[src/hdl/ssr_pkg.sv]
// status reporting package: command codes, carriers, bit positions
// assumes one 8-bit command/response path from the message parser
package ssr_pkg;
    localparam int SSR_DW = 8;  // every register and response is a byte
    localparam int SSR_NGRP = 2;  // hardware and test-function groups
    // status byte bit positions
    localparam int STB_SELF = 7;
    localparam int STB_MSS = 6;
    localparam int STB_ESB = 5;
    localparam int STB_MAV = 4;
    localparam int STB_TFS = 1;
    localparam int STB_HWS = 0;
    // standard event bit positions
    localparam int ESR_CME = 5;
    localparam int ESR_EXE = 4;
    localparam int ESR_ATC = 3;
    localparam int ESR_QYE = 2;
    localparam int ESR_OPC = 0;
    // group index
    localparam int GRP_HW = 0;
    localparam int GRP_TF = 1;
    // reset values
    localparam logic [SSR_DW-1:0] SSR_RST_BYTE = 8'h00;
    // command codes of the parser-facing port
    typedef enum logic [3:0] {
        SSR_STB_Q = 4'h0,  // status byte query, acknowledges request
        SSR_SRE_W = 4'h1,  // service-request enable write
        SSR_SRE_Q = 4'h2,  // service-request enable read
        SSR_ESR_Q = 4'h3,  // standard event read, clears it
        SSR_ESE_W = 4'h4,  // standard event enable write
        SSR_ESE_Q = 4'h5,  // standard event enable read
        SSR_CLS = 4'h6,  // clear status
        SSR_OPC = 4'h7,  // operation complete
        SSR_COND_Q = 4'h8,  // condition_register_query
        SSR_FALL_W = 4'h9,  // falling_filter_write
        SSR_FALL_Q = 4'ha,  // falling filter read
        SSR_RISE_W = 4'hb,  // rising_filter_write
        SSR_RISE_Q = 4'hc,  // rising filter read
        SSR_EVT_Q = 4'hd,  // event_register_query, clears it
        SSR_EN_W = 4'he,  // event_enable_write
        SSR_EN_Q = 4'hf  // event enable read
    } ssr_op_e;
    // one command from the parser
    typedef struct packed {
        ssr_op_e op;  // what to do
        logic grp;  // group for group commands
        logic [SSR_DW-1:0] data;  // write value
    } ssr_cmd_s;
    // one answer byte
    typedef struct packed {
        logic valid;  // one-cycle strobe
        logic [SSR_DW-1:0] data;  // binary value; text formatting is downstream
    } ssr_rsp_s;
    // command-side error and sync events, all one-cycle pulses
    typedef struct packed {
        logic syntax_err;  // command syntax error
        logic exec_err;  // execution error
        logic auto_correction_event;  // tester state was corrected
        logic query_err;  // unrequested read or lost query data
    } ssr_evt_s;
endpackage

[src/hdl/ssr_status.sv]
// status byte, standard event and tester status groups with service request
// assumes command and bus pulses are synchronous to clk and last one cycle
//
// Functional notes
// - status byte readable by query or poll
// - bit 7 shows stored self-test reports
// - bit 6 is request/master summary
// - bit 5 is standard event summary
// - bit 4 shows response data waiting
// - bits 3 and 2 read zero
// - bit 1 is test-function group summary
// - bit 0 is hardware group summary
// - master summary ORs enabled status byte bits
// - master bit not enableable; enable register read/write
// - rising master summary raises service request
// - poll or query acknowledges, request drops
// - master summary persists while cause persists
// - standard event bits 7, 6 read zero
// - bits 5,4,3: syntax, execution, correction
// - bit 2: query error
// - bit 0 set by operation-complete command
// - event summary ORs enabled events; enable read/write
// - condition registers mirror state, read-only
// - falling filter sets event on 1-to-0
// - rising filter sets event on 0-to-1; readable
// - event bits sticky; both groups identical
// - read, clear-status, device clear, reset clear
// - group summary ORs enabled events; mask read/write
`timescale 1ns/10ps
`default_nettype none
module ssr_status #(
    parameter int GRP_W = 8  // condition bits per tester group
) (
    // clock and reset
    input wire logic clk,
    input wire logic rst_b,
    // parser command port
    input wire logic cmd_valid,
    input wire ssr_pkg::ssr_cmd_s cmd,
    output ssr_pkg::ssr_rsp_s rsp,
    // instrument bus events
    input wire logic serial_poll,
    input wire logic device_clear,
    output ssr_pkg::ssr_rsp_s poll_rsp,
    output logic service_request,
    // tester state
    input wire ssr_pkg::ssr_evt_s evt,
    input wire logic self_test_pending,
    input wire logic msg_available,
    input wire logic [GRP_W-1:0] hw_cond,
    input wire logic [GRP_W-1:0] tf_cond
);
    import ssr_pkg::*;

    // zero-extend a group value to a response byte
    function automatic logic [SSR_DW-1:0] widen(input logic [GRP_W-1:0] v);
        logic [SSR_DW-1:0] r;
        r = '0;
        r[GRP_W-1:0] = v;
        return r;
    endfunction

    // true when any enabled bit is set
    function automatic logic any_on(input logic [SSR_DW-1:0] v,
                                    input logic [SSR_DW-1:0] m);
        return |(v & m);
    endfunction

    // standard event bits that exist; the rest read zero
    // bits 7, 6 and 1 are never stored, so no stray set can show up
    localparam logic [SSR_DW-1:0] ESR_USED = 8'h3d;
    // master summary bit can never be enabled
    localparam logic [SSR_DW-1:0] SRE_MASK = 8'hbf;

    logic [SSR_DW-1:0] service_request_enable;  // service-request enable
    logic [SSR_DW-1:0] standard_event_status;  // standard event status
    logic [SSR_DW-1:0] standard_event_enable;  // standard event enable
    logic [GRP_W-1:0] cond [SSR_NGRP];  // live condition
    logic [GRP_W-1:0] prev [SSR_NGRP];  // condition one cycle ago
    logic [GRP_W-1:0] fall [SSR_NGRP];  // falling filter
    logic [GRP_W-1:0] rise [SSR_NGRP];  // rising filter
    logic [GRP_W-1:0] ev [SSR_NGRP];  // sticky events
    logic [GRP_W-1:0] en [SSR_NGRP];  // event enable
    logic [GRP_W-1:0] ev_set [SSR_NGRP];  // filtered transitions
    logic [SSR_NGRP-1:0] ev_clr;  // per-group clear this cycle
    logic [SSR_NGRP-1:0] grp_sum;  // per-group summary
    logic primed;  // prev holds a real sample
    logic esb;  // standard event summary
    logic mss;  // master summary
    logic mss_q;  // master summary one cycle ago
    logic ack;  // request acknowledged this cycle
    logic [SSR_DW-1:0] stb;  // assembled status byte
    logic [SSR_DW-1:0] esr_set;  // standard events this cycle
    logic clr_all;  // clear-status or device clear
    logic [SSR_DW-1:0] next_rdata;  // query answer

    assign cond[GRP_HW] = hw_cond;
    assign cond[GRP_TF] = tf_cond;
    // clear-status empties events only; enables and filters are kept
    assign clr_all = device_clear || (cmd_valid && cmd.op == SSR_CLS);
    // both acknowledgements count the same way
    assign ack = serial_poll || (cmd_valid && cmd.op == SSR_STB_Q);

    // one copy of the group logic per tester group
    for (genvar g = 0; g < SSR_NGRP; g++) begin : grp
        // transitions that pass the filter
        assign ev_set[g] = primed ?
            ((cond[g] & ~prev[g] & rise[g]) |
             (~cond[g] & prev[g] & fall[g])) : '0;
        // read of this group's events, or a global clear
        assign ev_clr[g] = clr_all || (cmd_valid && cmd.op == SSR_EVT_Q
                                       && int'(cmd.grp) == g);
        assign grp_sum[g] = |(ev[g] & en[g]);

        // previous condition for edge detection
        // runs every cycle, so a read never hides a transition
        always_ff @(posedge clk or negedge rst_b) begin
            if (!rst_b) begin
                prev[g] <= '0;
            end else begin
                prev[g] <= cond[g];
            end
        end

        // filter and enable masks, written only by their commands
        always_ff @(posedge clk or negedge rst_b) begin
            if (!rst_b) begin
                fall[g] <= '0;
                rise[g] <= '0;
                en[g] <= '0;
            end else if (cmd_valid && int'(cmd.grp) == g) begin
                case (cmd.op)
                    SSR_FALL_W: fall[g] <= cmd.data[GRP_W-1:0];
                    SSR_RISE_W: rise[g] <= cmd.data[GRP_W-1:0];
                    SSR_EN_W: en[g] <= cmd.data[GRP_W-1:0];
                    default: begin
                    end
                endcase
            end
        end

        // sticky events: new transitions win over a clear in the same cycle
        // a clear that won would lose an event that no later read could see
        always_ff @(posedge clk or negedge rst_b) begin
            if (!rst_b) begin
                ev[g] <= '0;
            end else if (ev_clr[g]) begin
                ev[g] <= ev_set[g];
            end else begin
                ev[g] <= ev[g] | ev_set[g];
            end
        end
    end

    // first cycle after reset has no valid previous sample
    // without it a condition already high at reset would look like a rise
    always_ff @(posedge clk or negedge rst_b) begin
        if (!rst_b) begin
            primed <= 1'b0;
        end else begin
            primed <= 1'b1;
        end
    end

    // standard events arriving this cycle
    always_comb begin
        esr_set = '0;
        esr_set[ESR_CME] = evt.syntax_err;
        esr_set[ESR_EXE] = evt.exec_err;
        esr_set[ESR_ATC] = evt.auto_correction_event;
        esr_set[ESR_QYE] = evt.query_err;
        esr_set[ESR_OPC] = cmd_valid && cmd.op == SSR_OPC;
    end

    // standard event register; unused bits never load
    always_ff @(posedge clk or negedge rst_b) begin
        if (!rst_b) begin
            standard_event_status <= SSR_RST_BYTE;
        end else if (clr_all || (cmd_valid && cmd.op == SSR_ESR_Q)) begin
            standard_event_status <= esr_set & ESR_USED;
        end else begin
            standard_event_status <= (standard_event_status | esr_set) & ESR_USED;
        end
    end

    // enable registers; the master bit of the request enable is dropped
    // dropping it at write time keeps the readback honest as well
    always_ff @(posedge clk or negedge rst_b) begin
        if (!rst_b) begin
            service_request_enable <= SSR_RST_BYTE;
            standard_event_enable <= SSR_RST_BYTE;
        end else if (cmd_valid) begin
            case (cmd.op)
                SSR_SRE_W: service_request_enable <= cmd.data & SRE_MASK;
                SSR_ESE_W: standard_event_enable <= cmd.data;
                default: begin
                end
            endcase
        end
    end

    // summaries straight from current contents, no added latency
    assign esb = any_on(standard_event_status, standard_event_enable);
    always_comb begin
        stb = '0;
        stb[STB_SELF] = self_test_pending;
        stb[STB_ESB] = esb;
        stb[STB_MAV] = msg_available;
        stb[STB_TFS] = grp_sum[GRP_TF];
        stb[STB_HWS] = grp_sum[GRP_HW];
        // mss is taken before bit 6 is placed, so it never feeds itself
        mss = any_on(stb, service_request_enable);
        stb[STB_MSS] = mss;
    end

    // master summary history for edge detection
    always_ff @(posedge clk or negedge rst_b) begin
        if (!rst_b) begin
            mss_q <= 1'b0;
        end else begin
            mss_q <= mss;
        end
    end

    // service request: a new rise beats an acknowledge in the same cycle
    // a flop, so the bus sees a clean level with no combinational glitch
    always_ff @(posedge clk or negedge rst_b) begin
        if (!rst_b) begin
            service_request <= 1'b0;
        end else if (mss && !mss_q) begin
            service_request <= 1'b1;
        end else if (ack) begin
            service_request <= 1'b0;
        end
    end

    // answer byte for each query
    // binary only; decimal text for condition queries is done downstream
    always_comb begin
        next_rdata = '0;
        case (cmd.op)
            SSR_STB_Q: next_rdata = stb;
            SSR_SRE_Q: next_rdata = service_request_enable;
            SSR_ESR_Q: next_rdata = standard_event_status;
            SSR_ESE_Q: next_rdata = standard_event_enable;
            SSR_COND_Q: next_rdata = widen(cond[cmd.grp]);
            SSR_FALL_Q: next_rdata = widen(fall[cmd.grp]);
            SSR_RISE_Q: next_rdata = widen(rise[cmd.grp]);
            SSR_EVT_Q: next_rdata = widen(ev[cmd.grp]);
            SSR_EN_Q: next_rdata = widen(en[cmd.grp]);
            default: next_rdata = '0;
        endcase
    end

    // query answer, registered; writes and clears give no answer
    // data is zero between answers, so a stale byte is never left showing
    always_ff @(posedge clk or negedge rst_b) begin
        if (!rst_b) begin
            rsp <= '0;
        end else begin
            rsp.valid <= cmd_valid && cmd.op inside {SSR_STB_Q, SSR_SRE_Q,
                SSR_ESR_Q, SSR_ESE_Q, SSR_COND_Q, SSR_FALL_Q, SSR_RISE_Q,
                SSR_EVT_Q, SSR_EN_Q};
            rsp.data <= cmd_valid ? next_rdata : '0;
        end
    end

    // serial poll answer, registered
    // the byte of the poll cycle itself, master bit included
    always_ff @(posedge clk or negedge rst_b) begin
        if (!rst_b) begin
            poll_rsp <= '0;
        end else begin
            poll_rsp.valid <= serial_poll;
            poll_rsp.data <= serial_poll ? stb : '0;
        end
    end
endmodule
`default_nettype wire

[config.mk]
export PLATFORM = sky130hd
export DESIGN_NAME = ssr_status
export DESIGN_NICKNAME = d
export VERILOG_FILES = /design/src/hdl/ssr_pkg.sv /design/src/hdl/ssr_status.sv
export SDC_FILE = /design/constraint.sdc
export NUM_CORES = 1
export LEC_CHECK = 0
export BUFFER_PORTS_ARGS = -buffer_cell sky130_fd_sc_hd__buf_2
export CORE_MARGIN = 3
export CORE_UTILIZATION = 30
export DETAILED_ROUTE_END_ITERATION = 8
export GPL_ROUTABILITY_DRIVEN = 0
export PLACE_DENSITY = 0.57
export RECOVER_POWER = 100
export SLEW_MARGIN = 40
export SYNTH_ARGS = -nofsm -noshare
export SYNTH_HDL_FRONTEND = slang
export SYNTH_SLANG_ARGS = --single-unit
[constraint.sdc]
create_clock -name clk -period 1.9 [get_ports clk]
set_input_delay 0.38 -clock clk [delete_from_list [all_inputs] [get_ports clk]]
set_output_delay 0.38 -clock clk [all_outputs]
set_load 0.01 [all_outputs]
==> results.toml <==
[final_layout]
final_cell_count_no_fill = 790
fillers = 1776
layout.nets = 588
multi_input_area_sq_um = 2440
area_growth_pct = 22.5
utilization = 0.379
seq_area_sq_um = 2980
drive_above_1_share = 0.273
diodes = 0

[power_and_ir_drop]
leakage_nw = 3.01
power_mw = 7.47
worst_ir_drop_vdd_v = 0.000553
cellPowerDensity_nw_per_um2 = 1090

[yosys]
synth_area_sq_um = 5610
synth_top_area_share = 0.531
synth_top_cells_by_area = "dfrtp_1 (53%), mux2_2 (12%), mux2i_1 (5.2%)"
ys_types = 53
yosysWarnings = 0
syn-instance-count = 448
synth-seq-cells = 119
synthFlopType = "dfrtp_1"
syn_area_per_cell_sq_um = 12.5
synth_edf_count = 0
yosysTopAreaCell = "dfrtp_1"
ys_seq_area_frac = 0.531
async_flop_share = 1.00

[die]
die_h_um = 143
initial_core_util = 0.309
die_w_um = 143
die-area_sq_um = 20400
ioPinCount = 59
coreArea_sq_um = 18100
rows = 49

[cts]
clk_latency_ns = 0.42
cts_buffers = 17
cts_tree = "built"
postCtsSetupRepairBufs = 0
htreeDepth = 4
clockBufferDepth = 2
cts_sinks = 119
clk_pin_slew_worst_paths_ns = 0.06
cts_root_buf = "clkbuf_16"

[timing]
rsz0062_at_grt = "no"
maxSlewViolCount = 0
finalHoldViolations = 0
slew_headroom = 0.391
max_freq_mhz = 546
clock_skew_ns = 0.00989
setup_viol = 0
tightestPinTransition_ns = 0.914
fin_crit_sh = 0.964
fin_crit_ns = 1.83
holdWs_ns = 0.118
tns_ns = 0

[route]
vias = 4145
drtIter0Drc = 272
wirelength_um = 16000
viasPerCell = 5.25
wl_per_cell_um = 20.3
ant_nets = 0
dr.pass1.iters = 4
drc = 0

[global_routing]
grt_pass1_vias = 4165
grtUsageTotal = 0.164
grt_overflow = 0
antenna_found_initial = 1
grt_pass1_wl_um = 25000
grt_max_degree = 67

[job]
max_cap_viol_count = 0

[worst_setup_path]
worstPathRequired_ns = 2.20
crit_fanout = 10
critPathLaunchType = "input port"
path_cells = "buf_2 > clkbuf_1 > clkbuf_1 > nor3_1 > clkbuf_1 > mux2_2"
crit_slowest_cell = "clkbuf_1"
crit_type = "input port to flop"
crit_buf_inv = 4
crit_path_end_kind = "flop"
arrival_ns = 2.13
critPathTopFamily = "buffers and inverters"
critPathMaxStageDelay_ns = 0.55
cp_common_cell = "clkbuf_1"

[status]
status = "completed"

[place]
dp_hpwl_um = 11600
place_inst = 757
io_buffers = 56

[min_path]
hp-class = "input port to flop"
==> area by class of cell <==
class                   instances  share of cell area
flip-flops and latches        119               0.433
multi-input cells             302               0.354
repair buffers                104              0.0808
clock buffers                  22              0.0705
well taps                     229              0.0417
clock inverters                10              0.0171
inverters                       4             0.00218
==> path summary, 6_finish.rpt <==
path / depth (start not counted) / slack, ns / from / endpoint
min reg2reg: 2 / 0.49 / mss_q$_DFF_PN0_ / service_request$_DFFE_PN0P_
min in group asynchronous: 2 / 0.30 / rst_b / rsp[8]$_DFF_PN0_
max reg2reg: 4 / 0.14 / en[6]$_DFFE_PN0P_ / rsp[6]$_DFF_PN0_
max in group asynchronous: 3 / 0.45 / rst_b / standard_event_enable[1]$_DFFE_PN0P_
max: 6 / 0.07 / cmd[10] / standard_event_enable[2]$_DFFE_PN0P_
min: 1 / 0.12 / hw_cond[1] / prev[9]$_DFF_PN0_
==> power breakdown <==
part / switching (mW) / internal (mW)
clock: 1.15 / 2.07
combinational: 0.504 / 0.507
sequential: 0.311 / 2.93
total: 1.97 / 5.50
==> registers in the layout, summed over array words and instances, names as in the netlist <==
register,flops
mss_q,1
service_request_enable,7
en,16
rise,16
standard_event_enable,8
primed,1
service_request,1
poll_rsp,7
standard_event_status,5
ev,16
rsp,9
prev,16
fall,16
==> layer usage <==
layer	up-vias	GRT usage	routed length, um
li1	1881	-	-
met1	2096	0.231	7550
met2	140	0.239	7100
met3	26	0.0536	1020
met4	2	0.0500	358
met5	-	0	13
==> per-stage QoR <==
| step | cell area [sq um] | setup WS, ns |
|---|---|---|
| after detailed placement | 6470 | -0.0917 |
| after global placement | 6470 | -0.0869 |
| after CTS | 7080 | 0.111 |
| after floorplan | 5620 | 0.237 |
| final | 6870 | 0.0683 |
| after global routing | 6870 | 0.0117 |
==> layout by cell type (no fill, tap or decap), types with 11 or more instances in the layout <==
| cell | netlist | final |
|---|---|---|
| a22o_1 | 18 | 18 |
| mux2i_1 | 29 | 29 |
| o21ai_0 | 13 | 13 |
| clkbuf_1 | 5 | 51 |
| dfrtp_1 | 119 | 119 |
| clkbuf_16 | 0 | 17 |
| nor2_1 | 10 | 11 |
| nand2_1 | 23 | 23 |
| mux2_2 | 61 | 61 |
| nand3b_1 | 26 | 26 |
| buf_2 | 12 | 20 |
| buf_4 | 6 | 21 |
| a22oi_1 | 14 | 14 |
==> worst reg2reg max path: stages, from the launching register on <==
cell and delay, ns:
dfrtp_1 0.40, a22oi_1 0.40, a41oi_1 0.18, a2111o_1 0.47, o2bb2ai_1 0.17
==> cells by family (layout without fill, tap and decap cells) <==
group                  Yosys count  after routing  share of synthesized area
buffers and inverters           28            140                     0.0254
AO/OA/AOI/OAI                   97             97                      0.126
multiplexers                   100            100                      0.194
XOR/XNOR                         1              1                    0.00156
other                            2              3                    0.00134
AND/OR/NAND/NOR                101            101                      0.121
flip-flops                     119            119                      0.531
==> synth_stat cells (all sizes together) (2+ instances only) <==
cell	instances
a21oi	7
clkbuf	5
nor2	12
buf	19
nand3b	26
inv	4
a211oi	4
o21ai	14
mux2i	29
nand4	4
o21bai	2
mux2	71
nor3	9
a221oi	5
a31oi	8
and2	8
nand2b	6
a21o	6
a22o	18
conb	2
nand2	24
o22ai	8
o2bb2ai	5
dfrtp	119
a22oi	14
==> repair_timing <==
action / in CTS / in global routing
setup endpoints to repair: 0 / 0
hold buffers: 1 / 0
gates resized for setup: 0 / 0
endpoints found under the hold margin: 17 / 0
(Power assumes the default switching activity.)
